File: config.mk
export PLATFORM = sky130hd
export DESIGN_NAME = ebh_arbiter
export DESIGN_NICKNAME = d
export VERILOG_FILES = /design/src/include/ebh_pkg.sv /design/src/hw/ebh_arbiter.sv
export VERILOG_INCLUDE_DIRS = /design/src /design/src/include
export SDC_FILE = /design/constraint.sdc
export NUM_CORES = 1
export LEC_CHECK = 0
export BUFFER_PORTS_ARGS = -buffer_cell sky130_fd_sc_hd__buf_4
export CAP_MARGIN = 30
export CORE_MARGIN = 3
export CORE_UTILIZATION = 41
export CTS_CLUSTER_DIAMETER = 60
export DETAILED_ROUTE_END_ITERATION = 12
export PLACE_DENSITY = 0.67
export SLEW_MARGIN = 20
export SYNTH_ARGS = -nofsm -noshare
export SYNTH_HDL_FRONTEND = slang
export SYNTH_SLANG_ARGS = --single-unit
File: constraint.sdc
create_clock -name mclk_i -period 5.5 [get_ports mclk_i]
set_clock_uncertainty 0.1 [all_clocks]
set_input_delay 0.55 -clock mclk_i [delete_from_list [all_inputs] [get_ports mclk_i]]
set_output_delay 0.55 -clock mclk_i [all_outputs]
set_load 0.01 [all_outputs]
File: src/include/ebh_params.svh
// Purpose: Timing counts and reset values of the bus hold hand-off
// Assumes: E is one mem_clock_in period, P is one mclk_i period
// Notes:   Counts of E are rising edges of the resynchronised memory clock
`ifndef EBH_PARAMS_SVH
`define EBH_PARAMS_SVH
`define EBH_FLOAT_MIN_E 4'h2
`define EBH_DRIVE_MIN_E 4'h2
`define EBH_DRIVE_MAX_E 4'h7
`define EBH_REQ_KEEP_E 4'h1
`define EBH_RST_MIN_P 4'h2
`define EBH_RST_MIN_E 4'h3
`define EBH_RST_MAX_P 4'h3
`define EBH_RST_MAX_E 4'h4
`define EBH_GRANT_N_RST 1'h1
`define EBH_OE_N_RST 1'h1
`define EBH_STRB_IDLE 3'h7
`define EBH_BOOT_RST 2'h0
`endif

File: src/include/ebh_pkg.sv
// Purpose: Types shared by the bus hold hand-off
// Assumes: Active-low chip selects, byte enables and strobes
// Notes:   Field order of ebh_bus_t matches the pin groups
package ebh_pkg;
   typedef enum logic [2:0] {
      EBH_ST_RESET,
      EBH_ST_OWN,
      EBH_ST_DRAIN,
      EBH_ST_FLOAT,
      EBH_ST_GRANTED,
      EBH_ST_RELEASE,
      EBH_ST_DRIVE
   } ebh_state_t;

   typedef struct packed {
      logic read_col_strobe;
      logic write_strobe;
      logic output_row_strobe;
   } ebh_strobe_t;

   typedef struct packed {
      logic [3:0] chip_select_n;
      logic [3:0] byte_lane_enable_n;
      logic [21:2] mem_addr;
      logic [31:0] mem_data;
   } ebh_bus_t;
endpackage

File: src/hw/ebh_arbiter.sv
// Purpose: Hands the external memory bus to an outside master and back
// Assumes: mclk_i is the CPU clock (P); mem_clock_in_i is sampled (E)
// Notes:   All pins leave from flip-flops; floating is bus_oe_n_o high
//
// Functional notes
// - Running memory accesses finish before the grant goes low; pending ones are held back.
// - While hold_disable is 1 the outside request is deferred without a grant.
// - The bus floats no sooner than two memory periods after the request falls.
// - The grant goes low within two memory periods of the bus floating.
// - The bus is driven again two to seven memory periods after the request rises.
// - The grant returns high within two memory periods of driving the bus again.
// - Chip selects, byte enables, data, address and the three strobes all float.
// - The pending indication changes only on rising edges of mem_clock_out.
// - The bus floats 2P+3E after reset falls and is driven by 3P+4E after it rises.
// - The memory clock is resynchronised between 2P+3E and 3P+4E after reset edges.
// - Boot configuration is taken from host_data[4:3] as reset rises.
// - In SDRAM accesses the strobes act as column strobe, write enable, row strobe.
`include "ebh_params.svh"

module ebh_arbiter
   import ebh_pkg::*;
(
   input wire logic mclk_i,
   input wire logic rst_n_i,
   input wire logic mem_clock_in_i,
   input wire logic dev_reset_n_i,
   input wire logic ext_bus_request_n_i,
   input wire logic hold_disable_i,
   input wire logic [1:0] host_data_cfg_i,
   input wire logic access_queued_i,
   input wire logic access_busy_i,
   input wire logic sdram_sel_i,
   input wire ebh_bus_t bus_drive_i,
   input wire ebh_strobe_t async_strb_i,
   input wire ebh_strobe_t sdram_strb_i,
   input wire logic [31:0] mem_data_i,
   output logic [31:0] mem_data_rd_o,
   output ebh_bus_t mem_bus_o,
   output ebh_strobe_t strobe_o,
   output logic bus_oe_n_o,
   output logic ext_bus_grant_n_o,
   output logic internal_access_pending_o,
   output logic mem_clock_out_o,
   output logic mem_clock_resync_o,
   output logic access_stall_o,
   output logic [1:0] boot_mode_o
);

   typedef struct packed {
      ebh_state_t fsm;
      logic [3:0] cnt;
      logic clk_s1;
      logic clk_s2;
      logic clk_d;
      logic rst_s1;
      logic rst_s2;
      logic rst_d;
      logic req_s1;
      logic req_s2;
      logic [1:0] hd_s1;
      logic [1:0] hd_s2;
      logic [31:0] rd_s1;
      logic [31:0] rd_s2;
      logic seq_on;
      logic [3:0] seq_e;
      logic resync;
      logic pend;
      logic grant_n;
      logic oe_n;
      logic stall;
      logic [1:0] boot;
      ebh_bus_t bus;
      ebh_strobe_t strb;
   } ebh_regs_t;

   ebh_regs_t st;
   ebh_regs_t next_st;
   logic tick;
   logic rst_edge;

   // Memory-clock edge as seen after the synchroniser
   assign tick = st.clk_s2 & ~st.clk_d;
   assign rst_edge = st.rst_s2 ^ st.rst_d;

   function automatic logic [3:0] ebh_inc(input logic [3:0] v, input logic en);
      ebh_inc = (en && v != 4'hf) ? v + 4'h1 : v;
   endfunction

   always_comb
   begin
      next_st = st;
      next_st.clk_s1 = mem_clock_in_i;
      next_st.clk_s2 = st.clk_s1;
      next_st.clk_d = st.clk_s2;
      next_st.rst_s1 = dev_reset_n_i;
      next_st.rst_s2 = st.rst_s1;
      next_st.rst_d = st.rst_s2;
      next_st.req_s1 = ext_bus_request_n_i;
      next_st.req_s2 = st.req_s1;
      next_st.hd_s1 = host_data_cfg_i;
      next_st.hd_s2 = st.hd_s1;
      next_st.rd_s1 = mem_data_i;
      next_st.rd_s2 = st.rd_s1;
      next_st.resync = 1'h0;
      next_st.cnt = ebh_inc(st.cnt, tick);

      // Pin values follow the memory interface; only the enable floats them
      next_st.bus = bus_drive_i;
      next_st.strb = sdram_sel_i ? sdram_strb_i : async_strb_i;
      if (!st.rst_s2)
      begin
         next_st.strb = ebh_strobe_t'(`EBH_STRB_IDLE);
      end

      if (tick)
      begin
         next_st.pend = access_queued_i & st.rst_s2;
      end

      // Boot straps share the reset synchroniser depth, so they line up
      if (st.rst_s2 && !st.rst_d)
      begin
         next_st.boot = st.hd_s2;
      end

      // Four E edges from the synced edge; the sync lag is the P part
      if (rst_edge)
      begin
         next_st.seq_on = 1'h1;
         next_st.seq_e = tick ? 4'h1 : 4'h0;
      end
      else if (st.seq_on)
      begin
         next_st.seq_e = ebh_inc(st.seq_e, tick);
         if (st.seq_e == `EBH_RST_MIN_E + 4'h1)
         begin
            next_st.seq_on = 1'h0;
            next_st.resync = 1'h1;
            next_st.cnt = 4'h0;
            if (!st.rst_s2)
            begin
               next_st.fsm = EBH_ST_RESET;
               next_st.oe_n = 1'h1;
               next_st.grant_n = 1'h1;
               next_st.stall = 1'h1;
            end
            else
            begin
               next_st.fsm = EBH_ST_OWN;
               next_st.oe_n = 1'h0;
               next_st.stall = 1'h0;
            end
         end
      end

      if (!st.seq_on && !rst_edge)
      begin
         case (st.fsm)
            EBH_ST_RESET:
            begin
               next_st.oe_n = 1'h1;
            end
            EBH_ST_OWN:
            begin
               if (!st.req_s2 && !hold_disable_i)
               begin
                  next_st.fsm = EBH_ST_DRAIN;
                  next_st.cnt = 4'h0;
               end
            end
            EBH_ST_DRAIN:
            begin
               // New accesses are held back, running ones finish
               next_st.stall = 1'h1;
               if (st.req_s2 || hold_disable_i)
               begin
                  next_st.fsm = EBH_ST_OWN;
                  next_st.stall = 1'h0;
               end
               else if (st.cnt > `EBH_FLOAT_MIN_E && st.stall &&
                        !access_busy_i)
               begin
                  next_st.fsm = EBH_ST_FLOAT;
                  next_st.oe_n = 1'h1;
               end
            end
            EBH_ST_FLOAT:
            begin
               next_st.fsm = EBH_ST_GRANTED;
               next_st.grant_n = 1'h0;
               next_st.cnt = 4'h0;
            end
            EBH_ST_GRANTED:
            begin
               // Request is only trusted after the hold time has passed
               if (st.req_s2 && st.cnt >= `EBH_REQ_KEEP_E)
               begin
                  next_st.fsm = EBH_ST_RELEASE;
                  next_st.cnt = 4'h0;
               end
            end
            EBH_ST_RELEASE:
            begin
               if (st.cnt > `EBH_DRIVE_MIN_E)
               begin
                  next_st.fsm = EBH_ST_DRIVE;
                  next_st.oe_n = 1'h0;
               end
            end
            EBH_ST_DRIVE:
            begin
               next_st.fsm = EBH_ST_OWN;
               next_st.grant_n = 1'h1;
               next_st.stall = 1'h0;
            end
            default:
            begin
               next_st.fsm = EBH_ST_RESET;
            end
         endcase
      end
   end

   always_ff @(posedge mclk_i or negedge rst_n_i)
   begin
      if (!rst_n_i)
      begin
         st <= '0;
         st.fsm <= EBH_ST_RESET;
         st.oe_n <= `EBH_OE_N_RST;
         st.grant_n <= `EBH_GRANT_N_RST;
         st.stall <= 1'h1;
         st.boot <= `EBH_BOOT_RST;
         st.strb <= `EBH_STRB_IDLE;
      end
      else
      begin
         st <= next_st;
      end
   end

   assign mem_data_rd_o = st.rd_s2;
   assign mem_bus_o = st.bus;
   assign strobe_o = st.strb;
   assign bus_oe_n_o = st.oe_n;
   assign ext_bus_grant_n_o = st.grant_n;
   assign internal_access_pending_o = st.pend;
   assign mem_clock_out_o = st.clk_d;
   assign mem_clock_resync_o = st.resync;
   assign access_stall_o = st.stall;
   assign boot_mode_o = st.boot;
endmodule

After elaboration in Yosys (flattened, before gate mapping)
Index checks and enable logic that the tools add are counted.
Storage, ports and cells
  input port bits: 109
  flip-flop bits (word level): 158
  output and inout bits: 103
  logic and storage cells: 100
Cells by class
  equal/unequal tests: 9
  mux-type cells: 35
  reductions and logical operators: 19
  add/subtract/negate cells: 2
  bitwise operators: 4
  $lt $le $gt $ge: 2
Operators with widths (count)
  7-bit 2-to-1 mux: 6
  3-bit 2-to-1 mux: 9
  3-bit case mux with 7 select lines: 1
  4-bit case mux with 3 select lines: 1
  1-bit 2-to-1 mux: 10
  3-bit == test, second input constant: 3
  4-bit by 1-bit adder with 4-bit output, second input constant: 2
  1-bit logical AND: 8
  4-bit 2-to-1 mux: 2
  4-bit inequality test, second input constant: 2
  3-bit by 2-bit == test with 1-bit output, second input constant: 2
  1-bit zero test: 6
  6-bit 2-to-1 mux: 1
  5-bit 2-to-1 mux: 1
  4-bit by 3-bit == test with 1-bit output, second input constant: 1
  4-bit by 1-bit greater-or-equal comparator with 1-bit output, second input constant: 1
  4-bit by 2-bit > comparator with 1-bit output, second input constant: 1
  1-bit case mux with 2 select lines: 2
  2-bit nonzero test: 2
  3-bit by 1-bit == test with 1-bit output, second input constant: 1
  3-bit zero test: 1
  1-bit case mux with 3 select lines: 1
  1-bit bitwise AND: 2
  2-bit 2-to-1 mux: 1
  other kinds (4): 4

Longest topological paths before layout
  depth in word-level cells: 11
  gate-level depth with buffers: 9
  depth with buffers taken out: 7

Least setup slack after synthesis
OpenSTA, ideal clock, no wires.
  path kind: reg2reg
  start: register st (netlist bit next_st[145])
  end: register st[153] in the netlist's numbering
  cell stages (with the launch flop): 7
  clock period less this slack: 1762 ps
  path slack: 3738 ps
  library setup time: 135 ps
  required time: 5265 ps
  buffers on the path: 1
  data arrival time: 1526 ps
  path through: dfrtp_1 > ha_1 > buf_4 > nand4bb_1 > or4_1 > o311ai_2 > nor3_2
RTL lines
  start, declared: RTL line ebh_arbiter.sv:76  | ebh_regs_t st;
  start signal, assigned: RTL line ebh_arbiter.sv:238  | st <= next_st;

==> metrics <==
run status completed; starting utilization of the core area 42.5%; sequential cell fraction of total power 47.3%; worst skew pair latency 0.41 ns; leakage component of the power 3.48 nW; Max-Cap Viols 0; cell count after synthesis 363; Top Ports 212; relative contribution of the clock network to total power 42.3%; Max Freq 503 MHz; buffer type at the clock tree root sky130_fd_sc_hd__clkbuf_16; internal power component 0.00212 W; Min Clock Period, post-route 1.99 ns; wire length of the first global-routing pass 15400 um; most common library cell in the layout ignoring fill and taps sky130_fd_sc_hd__buf_4; syn_nets 479; normalized max-slew margin 44.2%; Synth Area per Inst 15.0 um^2; layout cells sized above 1 50.5%; initial antenna violation count 0; number of buffers added by the clock tree synthesis step 17; sequential fraction of the synthesis area 72.9%; flops & latches, synth 158; Mapped Area 5430 um^2; First DRT Iteration DRCs 118; Worst Tran Pin Value 0.837 ns; total vias in the final route 2896; net count of the finished layout 608; count of final max-slew check failures 0; category of the most critical setup path reg2reg; first drt pass iteration count 4; number of buffers on the longest clock path 2; worst-path cell with the longest stage delay sky130_fd_sc_hd__ha_1; portion of total power attributed to combinational logic 10.4%; Detail Route Antenna Nets 0; post-CTS setup buffers 0; power per standard cell area 389 nW/um^2; maximum cell stage delay along the critical path 0.49 ns; crit path max fanout 10; PostCTS Resize Cnt 0; setup repair after global routing missed its margin false; number of port buffers 211; Tcrit/Tclk final 36.1%; HPWL after detailed placement 7300 um; Sum Neg Setup Slack 0 ns; Synth Warn # 0; via/cell ratio 4.28; Worst Setup Start Kind register; site row count 41; required time of the critical path 5.68 ns; growth of design area from synthesis to finish 30.3%; via count of the first global-routing pass 3137; register clock-pin slew on the reported worst setup and hold paths 0.06 ns; most frequent cells in the layout sky130_fd_sc_hd__buf_4 (211), sky130_fd_sc_hd__dfrtp_1 (152), sky130_fd_sc_hd__clkbuf_16 (17); Worst IR Drop VDD 269 uV; CTS Hold Bufs 0; Unique masters post-synth 45; total routing resource utilization after global routing 14.1%; floorplan core area 12800 um^2; Min-Delay Path Class in2async; net switching power 0.000636 W; Fin. Hold Viols 0; total design power 0.00275 W; Net Sw Frac 23.1%; remaining routing DRC violations 0; clock sinks 158; gate family responsible for the most delay along the worst path simple AND/OR/NAND/NOR gates; area of the die 14700 um^2; number of buffer and inverter instances along the worst setup path 0; Die H 121 um; maximum number of pins on one net before global-route repair 100; critical path data arrival time 2.17 ns; routed wirelength normalized by instance count 14.5 um; Die W 121 um; crit end category register; CTS tree yes; Antenna Diode Count 0; global-route congestion overflow total 0; drt total wl 9850 um; critical path cell sequence ha_1 > nand4bb_1 > or4_1 > o311ai_2 > nor2_1; deepest level of the CTS H-tree 4; Final GP Congestion 0.820; final setup violation count 0
[power groups by stage]
stage	logic, W	clock network, W	registers, W
floorplan	0.000179	0	0.00131
global placement	0.000283	0	0.00132
detailed placement	0.000293	0	0.00132
CTS	0.000294	0.00120	0.00130
global route	0.000321	0.00125	0.00131
finish	0.000287	0.00117	0.00130
[through the flow]
| stage | hold WS (ns) | std cells | instance area, um^2 | setup slack (ns) | util [%] |
|---|---|---|---|---|---|
| floorplan | 0.154 | 363 | 5430 | 3.74 | - |
| global placement | 0.232 | 645 | 6480 | 3.45 | 50.7 |
| detailed placement | 0.235 | 645 | 6480 | 3.37 | 50.7 |
| CTS | 0.115 | 677 | 7080 | 3.51 | 55.4 |
| global route | 0.107 | 677 | 7080 | 3.39 | 55.4 |
| finish | 0.122 | 677 | 7080 | 3.51 | 55.4 |
[flip-flops by register name (all words and copies together), names as in the netlist, 2 cells and up]
register and count:
mem_bus_o 60, next_st 39, mem_data_rd_o 32, st 16, strobe_o 3, boot_mode_o 2
[cell type report]
class / instances / area (um^2)
clock buffer: 20 / 437
fill: 1032 / 5700
clock inverter: 12 / 160
sequential: 158 / 3960
timing repair buffer: 212 / 1600
tap: 172 / 215
inverter: 11 / 41.3
multi-input combinational: 92 / 668
[cell families (layout without fill, tap and decap cells)]
| logic type | after synthesis | in the layout | synth area share, % |
|---|---|---|---|
| buf+inv | 113 | 255 | 14.8 |
| compound gates | 24 | 24 | 3.06 |
| xor+xnor | 4 | 4 | 0.645 |
| mux | 11 | 11 | 2.07 |
| flops | 158 | 158 | 72.9 |
| simple gates | 46 | 46 | 4.90 |
| fa+ha+maj | 7 | 7 | 1.61 |
[synth_stat cells, drive strengths merged]
| cell | instances | area, um^2 |
|---|---|---|
| dfrtp | 152 | 3800 |
| buf | 101 | 759 |
| inv | 11 | 41.3 |
| nor2 | 10 | 37.5 |
| mux2i | 9 | 90.1 |
| a21oi | 7 | 35.0 |
| ha | 7 | 87.6 |
| nand3 | 7 | 35.0 |
| dfstp | 6 | 158 |
| nand2 | 6 | 22.5 |
| nand2b | 4 | 25.0 |
| o21ai | 4 | 20.0 |
| and3 | 3 | 18.8 |
| nor2b | 3 | 18.8 |
| xnor2 | 3 | 26.3 |
| a21o | 2 | 15.0 |
| and2 | 2 | 13.8 |
| mux2 | 2 | 22.5 |
| nor3 | 2 | 15.0 |
| o311ai | 2 | 25.0 |
| o31ai | 2 | 15.0 |
| a2111oi | 1 | 8.76 |
| a21boi | 1 | 7.51 |
| a221oi | 1 | 8.76 |
| a22oi | 1 | 7.51 |
| a31oi | 1 | 6.26 |
| and2b | 1 | 7.51 |
| and4b | 1 | 11.3 |
| clkbuf | 1 | 3.75 |
| nand3b | 1 | 7.51 |
| nand4 | 1 | 6.26 |
| nand4bb | 1 | 11.3 |
| nor3b | 1 | 7.51 |
| nor4b | 1 | 15.0 |
| o2bb2ai | 1 | 8.76 |
| o32ai | 1 | 8.76 |
| or2 | 1 | 6.26 |
| or4 | 1 | 7.51 |
| xor2 | 1 | 8.76 |
[worst paths after layout]
kind                            startpoint           endpoint  slack (ns)  cells after the start
max                           next_st[145]            st[152]        3.51                      5
min                                rst_n_i      mem_bus_o[51]        0.12                      1
max reg2reg                   next_st[145]            st[152]        3.51                      5
min reg2reg                    next_st[97]  mem_data_rd_o[22]        0.25                      0
max in group asynchronous          rst_n_i   mem_data_rd_o[5]        3.93                      2
min in group mclk_i        bus_drive_i[15]      mem_bus_o[15]        0.14                      1
[routing by layer]
metal	GRT usage, %	part of all wire [%]	up-vias
met3	8.16	12	16
li1	-	-	1334
met4	6.80	1.9	0
met2	23.3	52	144
met5	0	0	-
met1	14.1	34	1402
No activity file was read; power rests on OpenSTA's default activity.
